==> src/core/wakeup_pkg.sv <==
package wakeup_pkg;

    // Clock and timing
    localparam int CLK_HZ            = 40_000_000;
    localparam int HOLD_TIME_US      = 1000;
    localparam int HOLD_CYCLES       = HOLD_TIME_US * (CLK_HZ / 1_000_000);
    localparam int EE_TYP_TIME_MS    = 150;
    localparam int EE_TIMEOUT_MS     = 600;
    localparam int EE_TIMEOUT_CYCLES = EE_TIMEOUT_MS * (CLK_HZ / 1000);

    // Pins and subsystems
    localparam int NUM_GPIO     = 7;
    localparam int SEL_PIN_IDX  = 6;
    localparam int NUM_SLAVES   = 9;
    localparam int BANK_DEPTH   = 256;

    // Serial map of the master page
    localparam logic [7:0] PAGE_REG_ADDR = 8'hFF;
    localparam logic [7:0] MASTER_PAGE   = 8'h00;
    localparam logic [7:0] PAGE_RESET    = 8'h00;
    localparam logic [7:0] LAST_INDEX    = 8'hFF;

    // Settings layout (byte address, bit position)
    localparam logic [7:0] SET_LOCK_ADDR   = 8'h00;
    localparam int         LOCK_LSB        = 0;
    localparam int         MANUAL_N_BIT    = 2;
    localparam logic [7:0] SET_EE_DIS_ADDR = 8'h01;
    localparam logic [7:0] SET_SER_ADDR    = 8'h02;
    localparam int         SER_I2C_BIT     = 0;
    localparam logic [7:0] SET_GPIO_ADDR   = 8'h03;
    localparam logic [1:0] LOCK_PAT_A      = 2'h2;
    localparam logic [1:0] LOCK_PAT_B      = 2'h1;
    localparam logic [7:0] GPIO_MODE_RESET = 8'h00;

    typedef enum logic [2:0] {
        CMD_NONE,
        CMD_COPY_LIVE,
        CMD_PROCEED,
        CMD_LOCK_STORE,
        CMD_ESCAPE
    } cmd_t;

    typedef struct packed {
        logic       valid;
        logic       write;
        logic [7:0] addr;
        logic [7:0] wdata;
    } ser_req_t;

    typedef struct packed {
        logic       valid;
        logic [7:0] addr;
        logic [7:0] data;
    } ee_word_t;

    typedef struct packed {
        logic done;
        logic hdr_ok;
        logic crc_ok;
    } ee_result_t;

endpackage : wakeup_pkg

==> src/core/pin_sync.sv <==
`timescale 1ns/1ps
module pin_sync #(
    parameter int WIDTH = 1
) (
    input  wire logic             sys_clk,
    input  wire logic             rst_n,
    input  wire logic [WIDTH-1:0] async_in,
    output logic      [WIDTH-1:0] sync_out
);

    logic [WIDTH-1:0] meta;

    for (genvar i = 0; i < WIDTH; i++) begin : g_bit
        always_ff @(posedge sys_clk or negedge rst_n) begin
            if (!rst_n) begin
                meta[i]     <= 1'b0;
                sync_out[i] <= 1'b0;
            end else begin
                meta[i]     <= async_in[i];
                sync_out[i] <= meta[i];
            end
        end
    end

endmodule : pin_sync

==> src/core/wakeup_controller.sv <==
`timescale 1ns/1ps
module wakeup_controller
    import wakeup_pkg::*;
#(
    parameter int HOLD_CYC   = HOLD_CYCLES,
    parameter int EE_TMO_CYC = EE_TIMEOUT_CYCLES
) (
    input  wire logic                  sys_clk,
    input  wire logic                  rst_n,
    input  wire logic [NUM_GPIO-1:0]   gpio_pin,
    output logic                       gpio_hold,
    output logic      [7:0]            gpio_mode,
    output logic      [7:0]            otp_addr,
    input  wire logic [7:0]            otp_data,
    output logic                       otp_prog,
    output logic      [1:0]            otp_lock_val,
    input  wire ser_req_t              ser_req,
    output logic      [7:0]            ser_rdata,
    output logic      [7:0]            ser_page,
    output logic                       ser_i2c,
    output logic                       ser_slave_en,
    output logic                       ee_search,
    input  wire ee_word_t              ee_word,
    input  wire ee_result_t            ee_res,
    output logic                       ee_read_done,
    output logic                       ee_error,
    input  wire logic                  cmd_valid,
    input  wire cmd_t                  cmd_code,
    output logic                       cmd_accept,
    output logic                       cmd_reject,
    output logic                       xo_enable,
    output logic      [NUM_SLAVES-1:0] slave_rst_n,
    output logic                       master_active,
    output logic                       prg_wait
);

    typedef enum logic [3:0] {
        ST_OTP_LOAD,
        ST_LIVE_COPY,
        ST_DECODE,
        ST_EE_SEARCH,
        ST_EE_COPY,
        ST_DECIDE,
        ST_XO_EN,
        ST_SLAVE_REL,
        ST_ACTIVE,
        ST_PRG_WAIT
    } state_t;

    state_t               st;
    logic [7:0]           idx;
    logic [3:0]           rel_idx;
    logic                 boot_done;
    logic [NUM_GPIO-1:0]  pin_s;
    logic [NUM_GPIO-1:0]  pin_latch;
    logic [1:0]           cap_cnt;
    logic [15:0]          hold_cnt;
    logic [24:0]          ee_tmo;
    logic [7:0]           shadow [BANK_DEPTH];
    logic [7:0]           live   [BANK_DEPTH];
    logic                 locked;
    logic                 ee_allowed;
    logic                 ee_fail;
    logic                 ser_hit;

    pin_sync #(
        .WIDTH (NUM_GPIO)
    ) u_pin_sync (
        .sys_clk  (sys_clk),
        .rst_n    (rst_n),
        .async_in (gpio_pin),
        .sync_out (pin_s)
    );

    // Both accepted lock patterns count; the manual bit is active low
    assign locked = (live[SET_LOCK_ADDR][LOCK_LSB +: 2] == LOCK_PAT_A ||
                     live[SET_LOCK_ADDR][LOCK_LSB +: 2] == LOCK_PAT_B) &&
                    live[SET_LOCK_ADDR][MANUAL_N_BIT];
    // Any latched pin 0 to 5 enabled by the mask disables the EEPROM search
    assign ee_allowed = ~|(pin_latch[NUM_GPIO-2:0] & live[SET_EE_DIS_ADDR][NUM_GPIO-2:0]);
    assign ee_fail    = ee_res.done ? !(ee_res.hdr_ok && ee_res.crc_ok)
                                    : (ee_tmo == 25'(EE_TMO_CYC - 1));
    assign ser_hit    = ser_slave_en && ser_req.valid;
    assign ee_search     = (st == ST_EE_SEARCH);
    assign master_active = (st == ST_ACTIVE);
    assign prg_wait      = (st == ST_PRG_WAIT);
    assign otp_addr      = idx;

    // Pins settle through the synchroniser before the capture
    always_ff @(posedge sys_clk or negedge rst_n) begin
        if (!rst_n) begin
            cap_cnt   <= 2'h0;
            pin_latch <= '0;
        end else if (cap_cnt != 2'h3) begin
            cap_cnt <= cap_cnt + 2'h1;
            if (cap_cnt == 2'h2) begin
                pin_latch <= pin_s;
            end
        end
    end

    always_ff @(posedge sys_clk or negedge rst_n) begin
        if (!rst_n) begin
            hold_cnt  <= 16'h0;
            gpio_hold <= 1'b1;
        end else if (gpio_hold) begin
            hold_cnt <= hold_cnt + 16'h1;
            if (hold_cnt == 16'(HOLD_CYC - 1)) begin
                gpio_hold <= 1'b0;
            end
        end
    end

    // No reset on the banks: contents are defined by the boot copy
    always_ff @(posedge sys_clk) begin
        if (st == ST_OTP_LOAD) begin
            shadow[idx] <= otp_data;
        end else if (st == ST_EE_SEARCH && ee_word.valid) begin
            shadow[ee_word.addr] <= ee_word.data;
        end else if (ser_hit && ser_req.write && ser_page == MASTER_PAGE &&
                     ser_req.addr != PAGE_REG_ADDR) begin
            shadow[ser_req.addr] <= ser_req.wdata;
        end
    end

    // Live settings have a single writer: the controller's own copy
    always_ff @(posedge sys_clk) begin
        if (st == ST_LIVE_COPY || st == ST_EE_COPY) begin
            live[idx] <= shadow[idx];
        end
    end

    always_ff @(posedge sys_clk or negedge rst_n) begin
        if (!rst_n) begin
            ser_page  <= PAGE_RESET;
            ser_rdata <= 8'h00;
        end else if (ser_hit) begin
            if (ser_req.addr == PAGE_REG_ADDR) begin
                ser_rdata <= ser_page;
                if (ser_req.write) begin
                    ser_page <= ser_req.wdata;
                end
            end else if (ser_page == MASTER_PAGE) begin
                ser_rdata <= shadow[ser_req.addr];
            end else begin
                ser_rdata <= 8'h00;
            end
        end
    end

    always_ff @(posedge sys_clk or negedge rst_n) begin
        if (!rst_n) begin
            ee_tmo <= 25'h0;
        end else if (st == ST_EE_SEARCH) begin
            ee_tmo <= ee_tmo + 25'h1;
        end else begin
            ee_tmo <= 25'h0;
        end
    end

    always_ff @(posedge sys_clk or negedge rst_n) begin
        if (!rst_n) begin
            st        <= ST_OTP_LOAD;
            idx       <= 8'h00;
            rel_idx   <= 4'h0;
            boot_done <= 1'b0;
        end else begin
            unique case (st)
                ST_OTP_LOAD: begin
                    idx <= idx + 8'h1;
                    if (idx == LAST_INDEX) begin
                        st <= ST_LIVE_COPY;
                    end
                end
                ST_LIVE_COPY: begin
                    idx <= idx + 8'h1;
                    if (idx == LAST_INDEX) begin
                        st <= boot_done ? ST_PRG_WAIT : ST_DECODE;
                    end
                end
                ST_DECODE: begin
                    // Wait out the pin capture before reading the latch
                    if (cap_cnt == 2'h3) begin
                        boot_done <= 1'b1;
                        if (ee_allowed && pin_latch[SEL_PIN_IDX]) begin
                            st <= ST_EE_SEARCH;
                        end else begin
                            st <= ST_DECIDE;
                        end
                    end
                end
                ST_EE_SEARCH: begin
                    if (ee_fail) begin
                        st <= ST_PRG_WAIT;
                    end else if (ee_res.done) begin
                        st <= ST_EE_COPY;
                    end
                end
                ST_EE_COPY: begin
                    idx <= idx + 8'h1;
                    if (idx == LAST_INDEX) begin
                        st <= ST_DECIDE;
                    end
                end
                ST_DECIDE: begin
                    st <= locked ? ST_XO_EN : ST_PRG_WAIT;
                end
                ST_XO_EN: begin
                    st <= ST_SLAVE_REL;
                end
                ST_SLAVE_REL: begin
                    rel_idx <= rel_idx + 4'h1;
                    if (rel_idx == 4'(NUM_SLAVES - 1)) begin
                        st <= ST_ACTIVE;
                    end
                end
                ST_ACTIVE: begin
                    if (cmd_valid && cmd_code == CMD_ESCAPE) begin
                        st <= ST_PRG_WAIT;
                    end
                end
                ST_PRG_WAIT: begin
                    if (cmd_valid && cmd_code == CMD_COPY_LIVE) begin
                        st <= ST_LIVE_COPY;
                    end else if (cmd_valid && cmd_code == CMD_PROCEED) begin
                        st <= ST_ACTIVE;
                    end
                end
            endcase
        end
    end

    always_ff @(posedge sys_clk or negedge rst_n) begin
        if (!rst_n) begin
            cmd_accept   <= 1'b0;
            cmd_reject   <= 1'b0;
            otp_prog     <= 1'b0;
            otp_lock_val <= 2'h0;
        end else begin
            cmd_accept <= cmd_valid && cmd_code != CMD_NONE &&
                          ((st == ST_PRG_WAIT && cmd_code != CMD_ESCAPE) ||
                           (st == ST_ACTIVE && cmd_code == CMD_ESCAPE));
            cmd_reject <= cmd_valid && cmd_code != CMD_NONE &&
                          !((st == ST_PRG_WAIT && cmd_code != CMD_ESCAPE) ||
                            (st == ST_ACTIVE && cmd_code == CMD_ESCAPE));
            otp_prog   <= cmd_valid && cmd_code == CMD_LOCK_STORE &&
                          st == ST_PRG_WAIT;
            if (cmd_valid && cmd_code == CMD_LOCK_STORE && st == ST_PRG_WAIT) begin
                otp_lock_val <= LOCK_PAT_A;
            end
        end
    end

    always_ff @(posedge sys_clk or negedge rst_n) begin
        if (!rst_n) begin
            ee_read_done <= 1'b0;
            ee_error     <= 1'b0;
            ser_i2c      <= 1'b0;
            ser_slave_en <= 1'b0;
        end else begin
            if (st == ST_DECODE && cap_cnt == 2'h3) begin
                ser_i2c <= pin_latch[SEL_PIN_IDX];
                if (!(ee_allowed && pin_latch[SEL_PIN_IDX])) begin
                    ee_read_done <= 1'b1;
                    ser_slave_en <= 1'b1;
                end
            end
            if (st == ST_EE_SEARCH && ee_fail) begin
                ee_error     <= 1'b1;
                ee_read_done <= 1'b1;
                ser_slave_en <= 1'b1;
            end
            if (st == ST_EE_COPY && idx == LAST_INDEX) begin
                ee_read_done <= 1'b1;
                ser_i2c      <= shadow[SET_SER_ADDR][SER_I2C_BIT];
                ser_slave_en <= 1'b1;
            end
        end
    end

    always_ff @(posedge sys_clk or negedge rst_n) begin
        if (!rst_n) begin
            gpio_mode   <= GPIO_MODE_RESET;
            xo_enable   <= 1'b0;
            slave_rst_n <= '0;
        end else begin
            if ((st == ST_LIVE_COPY || st == ST_EE_COPY) && idx == LAST_INDEX) begin
                gpio_mode <= shadow[SET_GPIO_ADDR];
            end
            if (st == ST_XO_EN || (st == ST_PRG_WAIT && cmd_valid &&
                                   cmd_code == CMD_PROCEED)) begin
                xo_enable <= 1'b1;
            end
            if (st == ST_SLAVE_REL) begin
                slave_rst_n[rel_idx] <= 1'b1;
            end
            // Manual wake frees the slaves so the host can program each page
            if (st == ST_PRG_WAIT && cmd_valid && cmd_code == CMD_PROCEED) begin
                slave_rst_n <= '1;
            end
        end
    end
endmodule : wakeup_controller

==> config.mk <==
export PLATFORM = sky130hd
export DESIGN_NAME = wakeup_controller
export DESIGN_NICKNAME = d
export VERILOG_FILES = /design/src/core/wakeup_pkg.sv /design/src/core/pin_sync.sv /design/src/core/wakeup_controller.sv
export SDC_FILE = /design/constraint.sdc
export NUM_CORES = 2
export LEC_CHECK = 0
export BUFFER_PORTS_ARGS = -buffer_cell sky130_fd_sc_hd__buf_2
export CORE_ASPECT_RATIO = 0.6
export CORE_MARGIN = 2
export CORE_UTILIZATION = 63
export CTS_CLUSTER_SIZE = 16
export DETAILED_ROUTE_END_ITERATION = 6
export PLACE_DENSITY = 0.8
export SYNTH_ARGS = -nofsm -noshare
export SYNTH_HDL_FRONTEND = slang
export SYNTH_HIERARCHICAL = 1
export SYNTH_SLANG_ARGS = --single-unit
==> constraint.sdc <==
create_clock -name sys_clk -period 18.96 [get_ports sys_clk]
set_input_delay 3.792 -clock sys_clk [delete_from_list [all_inputs] [get_ports sys_clk]]
set_output_delay 3.792 -clock sys_clk [all_outputs]
set_load 0.05 [all_outputs]
# Word level (Yosys, flattened, before mapping)
# Memories as Yosys holds them, arrays and structs flattened. A register that Yosys moved wholly into a read port is not among the register bits.
# Index checks and enable logic that the tools add are counted.
# Widths: inputs -> output; s select.
# classes
n_addsub,5
n_reduce_logical,48
eq_ne,34
magnitude_cmp,2
n_bitwise,2
muxes,47
# ops
operator,n
$mux 4,12
$mux 8,6
$pmux 4 s10,1
$add 25x1->25 const B,1
$eq 25x25->1 const B,1
$logic_and 1x1->1,25
$mux 25,1
$mux 1,23
$mux 9,2
$add 16x1->16 const B,1
$eq 16x16->1 const B,1
$eq 4x3->1 const B,4
$eq 8x8->1 const B,2
$reduce_or 8->1,2
$eq 4x4->1 const B,3
$ne 3x1->1 const B,3
$or 9x9->9,1
$add 8x1->8 const B,1
$eq 4x2->1 const B,2
$logic_not 8->1,1
$ne 2x2->1 const B,4
$ne 8x8->1 const B,1
$reduce_and 8->1,1
$and 6x6->6,1
other kinds (23),38
# word_totals
n_memories,2
ff_bits,115
mem_bits_rw,4096
in_bits,59
output_inout_bits,55
# memory_table
name,depth,width,rd,rd_ports_with_merged_regs,wr,line_no,rtl
live,256,8,2,0,1,wakeup_controller.sv:60,logic [7:0] live [BANK_DEPTH];
shadow,256,8,4,1,1,wakeup_controller.sv:59,logic [7:0] shadow [BANK_DEPTH];

# Logic depth before layout (Yosys ltp)
# logic_depth
word_depth,10
mapped_depth,13
depth_no_buf,9

# Hierarchy
# Netlist, hierarchy kept.
# by_module_without_submodules
module,cells_per_inst,seq_area_each_um2,area_per_inst_um2,n_inst
wakeup_controller,4986,64498.1,97542.3,1
pin_sync,14,350.3,350.3,1

# Least setup slack after synthesis
# OpenSTA, ideal clock, no wires.
# synth_timing
path_kind,input-to-reg
from,input ser_req[9] in the netlist's numbering
to,memory shadow[0][5] (data pin)
slack_ps,1918
setup_ps,2187
path_buffers,3
arrival_time_ps,14855
path_stages,7
required_time_ps,16773
path_cell_list,buf_2 nand2_1 o311ai_2 nor3_2 clkbuf_1 clkbuf_1 o21ai_0
# synth_between
elab_chain_len,8
# synth_lines
item,line_no,rtl
from (decl),wakeup_controller.sv:17,"input wire ser_req_t ser_req,"
$ne 8x8->1,wakeup_controller.sv:121,ser_req.addr != PAGE_REG_ADDR) begin
$logic_and 1x1->1,wakeup_controller.sv:120,end else if (ser_hit && ser_req.write && ser_page == MASTER_PAGE &&
$mux 1,wakeup_controller.sv:120,
$mux 1,wakeup_controller.sv:118,end else if (st == ST_EE_SEARCH && ee_word.valid) begin
$mux 1,wakeup_controller.sv:116,if (st == ST_OTP_LOAD) begin
$mux 1 (implied by the code),wakeup_controller.sv:122,shadow[ser_req.addr] <= ser_req.wdata;
$reduce_or 8->1 (no line),--,
$mux 8 (no line),--,
to (decl),wakeup_controller.sv:59,
# No other way between the ends.

# Final worst setup path
# layout_timing
from,input ser_req[9] in the netlist's numbering
to,memory shadow[2][4] (enable)
# layout_between
elab_chain_len,8
word_cells_on_any_way,9
cone_classes,eq/ne: 1; mux: 6; reduce/logical: 2
# layout_lines
item,line_no
$ne 8x8->1,wakeup_controller.sv:121
$logic_and 1x1->1,wakeup_controller.sv:120
$mux 1,wakeup_controller.sv:120
$mux 1,wakeup_controller.sv:118
$mux 1,wakeup_controller.sv:116
$mux 1 (implied by the code),wakeup_controller.sv:122
$reduce_or 8->1 (no line),--
$mux 8 (no line) or $mux 1 (tied branches),--
# Parallel ways exist; a longest one is shown, timed or not.

==> metrics.yaml <==
status: "finished, violations left"
failed_checks: "DRC, capacitance limit"
cellPowerDensity_mw_per_mm2: 125
finalCritPeriodShare: 0.430
drt_pass1_iterations: 7
dp_slack_ns: 10.23
top_layer_used: "met5"
floorplan.initialDensity: 0.638
tightest_slew_ns: 1.48
syn2layout_area_growth_pct: 8.97
max_freq_ghz: 0.123
drt-wirelength-per-cell_um: 41.2
worst_slack_ns: 10.81
async_flop_share: 0.0564
fin_nets: 5128
end_kind: "flop"
critPathKind: "in2reg"
die_area_sq_mm: 0.159
clk_path_buf_depth: 3
num_rows: 111
gp_congestion: 0.993
r2r_start: "otp_addr[0]$_DFFE_PN0P_"
required_ns: 19.42
critPathMaxFanout: 72
die_y_um: 309
slew_headroom: 0.00858
grt_pass1_vias: 56104
hold_start: "u_pin_sync/meta[2]$_DFF_PN0_"
drc: 13
final-setup-viol-count: 0
synth_edf_count: 2057
io_pins: 114
drt-initial-drc-count: 11851
synth.yosys.seq_area_share: 0.662
antenna_found_initial: 16
setup_tns_ns: 0
met1Wirelength_um: 104000
vias: 58137
synth_top_area_share: 0.631
worst-endpoint-arrival_ns: 8.61
worstHoldPathType: "reg2reg"
cts_resized: 0
drive_gt1_frac: 0.301
hpwl_um: 185000
grt-ovfl-total: 0
synth_flop_cell: "edfxtp_1"
cts_tree: "done"
power_leakage_nw: 34.0
htreeDepth: 4
cp-startpoint: "ser_req[9]"
yosys_warnings: 6
synth_top_cell_by_area: "edfxtp_1"
portBuffers: 112
maxCapViolCount: 1
die_w_um: 513
synth.cell_area_sq_mm: 0.0979
numClockSinks: 2180
ctsHoldBuffers: 0
synthDistinctLibCells: 88
skew_ns: 0.0443
grt_use_total: 0.381
viasPerCell: 8.01
peakVddDrop_mv: 0.166
crit_slowest_cell: "nor2_1"
hold_violations: 0
cpPeakStageDelay_ns: 0.94
synth_seq_cells: 2180
n_fill_cell: 9009
worstPathCellList: "buf_8 -> nand2_1 -> o311ai_2 -> or3_1 -> a31oi_1 -> nor2_1 -> nand2_1 -> buf_4 -> nor2_1"
core_sq_mm: 0.153
insertion_delay_ns: 0.86
syn_nets: 5070
netlist_instances: 5000
finalNonFillerCells: 7261
clkSlewWorstSetupHoldPaths_ns: 0.06
numCtsBuffers: 188
route.met2.wl_um: 122000
dr_wl_met3_um: 60200
final_antenna_net_count: 0
placed_area_sq_mm: 0.100
synth.area.top_cells: "edfxtp_1 (63%), mux4_2 (22%), dfrtp_1 (3.1%), mux2i_1 (2.1%), nor2_1 (1.3%)"
root_buffer: "clkbuf_16"
grt_pass1_wl_um: 421000
grt_max_degree: 257
dp_cells: 6902
rsz0062_at_grt: "false"
post-cts-setup-buffers: 0
cp-start-kind: "input pin"
finalMaxSlewViolations: 0
stdcell_area_sq_mm: 0.107
period_needed_ns: 8.15
postSynthAreaPerCell_sq_um: 19.6
wirelength_um: 299000
==> cell usage after synthesis, types with 33 or more instances <==
cell type     n
edfxtp_1   2057
mux4_2      946
nor2_1      340
mux2i_1     209
clkbuf_1    149
dfrtp_1     122
buf_2       112
a21oi_1     108
nand2_1     106
o221ai_1     89
a22oi_1      64
o21ai_0      55
o22ai_1      51
nand3_1      39
buf_1        37
buf_6        36
buf_4        35
xnor2_1      33
==> worst max-delay path: cells and delay by family <==
family,cells,cell delay (ns)
compound gates,2,1.37
buf+inv,2,0.85
simple gates,5,2.45
==> cell type report <==
class	instances	area, sq um	share of cell area
diodes	9	22.5	0.000211
clock buffers	221	4980	0.0466
clock inverters	129	1330	0.0124
inverters	15	58.8	0.000551
multi-input cells	2433	31200	0.292
flip-flops and latches	2180	64900	0.608
well taps	2034	2540	0.0239
repair buffers	240	1690	0.0158
==> metal layers <==
layer / GRT usage / up-vias
met4: 0.141 / 28
li1: - / 21415
met5: 0.00685 / -
met2: 0.500 / 6010
met3: 0.205 / 867
met1: 0.542 / 29817
==> cell usage in the layout, fill, tap and decap left out, drive strengths merged, types with 17 or more instances in the layout <==
cell type / netlist / routed
o21ai: 63 / 63
bufinv: 0 / 25
nor3: 31 / 31
a21oi: 110 / 110
dfrtp: 122 / 122
nor2b: 18 / 18
nand3: 40 / 40
nand2: 119 / 119
nand2b: 20 / 20
nand4: 19 / 19
o22ai: 51 / 51
o221ai: 89 / 89
a22oi: 64 / 64
a211oi: 24 / 24
buf: 223 / 240
xnor2: 33 / 33
edfxtp: 2057 / 2057
and3: 21 / 21
clkbuf: 149 / 221
mux2: 30 / 30
a221oi: 26 / 26
inv: 15 / 19
clkinv: 0 / 83
clkinvlp: 0 / 17
mux4: 946 / 946
nor2: 341 / 341
mux2i: 209 / 209
==> kinds of logic (layout without fill, tap and decap cells) <==
kind of cell               after synthesis  in the layout  synth area share
DFF                                   2180           2180             0.662
adders and majority gates               11             11           0.00141
muxes                                 1185           1185             0.242
xor gates and xnor gates                47             47           0.00421
buffers and inverters                  387            605            0.0207
AOI/OAI and AO/OA                      512            512            0.0368
other                                    1             10         0.0000383
and+or+nand+nor                        677            677            0.0320
==> final timing paths <==
kind | end | slack, ns | depth (start not counted)
max | shadow[2][4]$_DFFE_PP_ | 10.81 | 9
min | u_pin_sync/sync_out[2]$_DFF_PN0_ | 0.35 | 0
max reg2reg | live[0][1]$_DFFE_PP_ | 12.35 | 8
min reg2reg | u_pin_sync/sync_out[2]$_DFF_PN0_ | 0.35 | 0
max in group asynchronous | hold_cnt[6]$_DFFE_PN0P_ | 14.63 | 2
min in group asynchronous | pin_latch[5]$_DFFE_PN0P_ | 2.92 | 1
==> where the power goes <==
part / leakage, nW / total, mW / switching [mW] / internal [mW]
sequential: 20.1 / 5.64 / 0.130 / 5.51
clock: 3.05 / 4.04 / 1.81 / 2.22
combinational: 10.8 / 3.64 / 2.23 / 1.40
total: 34.0 / 13.3 / 4.18 / 9.13
==> through the flow <==
stage / utilization / total power [mW] / hold slack (ns)
finish: 0.695 / 13.3 / 0.352
global route: 0.695 / 13.5 / 0.358
CTS: 0.695 / 13.1 / 0.353
detailed placement: 0.654 / 9.18 / 0.336
global placement: 0.654 / 9.13 / 0.333
floorplan: - / 8.10 / 0.331
==> sequential cells by signal, summed over array words and instances (netlist names), 7 cells and up <==
name	count
u_pin_sync/sync_out	7
ser_page	8
shadow	2048
live	9
gpio_mode	8
ser_rdata	8
hold_cnt	16
otp_addr	8
slave_rst_n	9
u_pin_sync/meta	7
ee_tmo	25
pin_latch	7
Power figures use the tool's default switching activity.
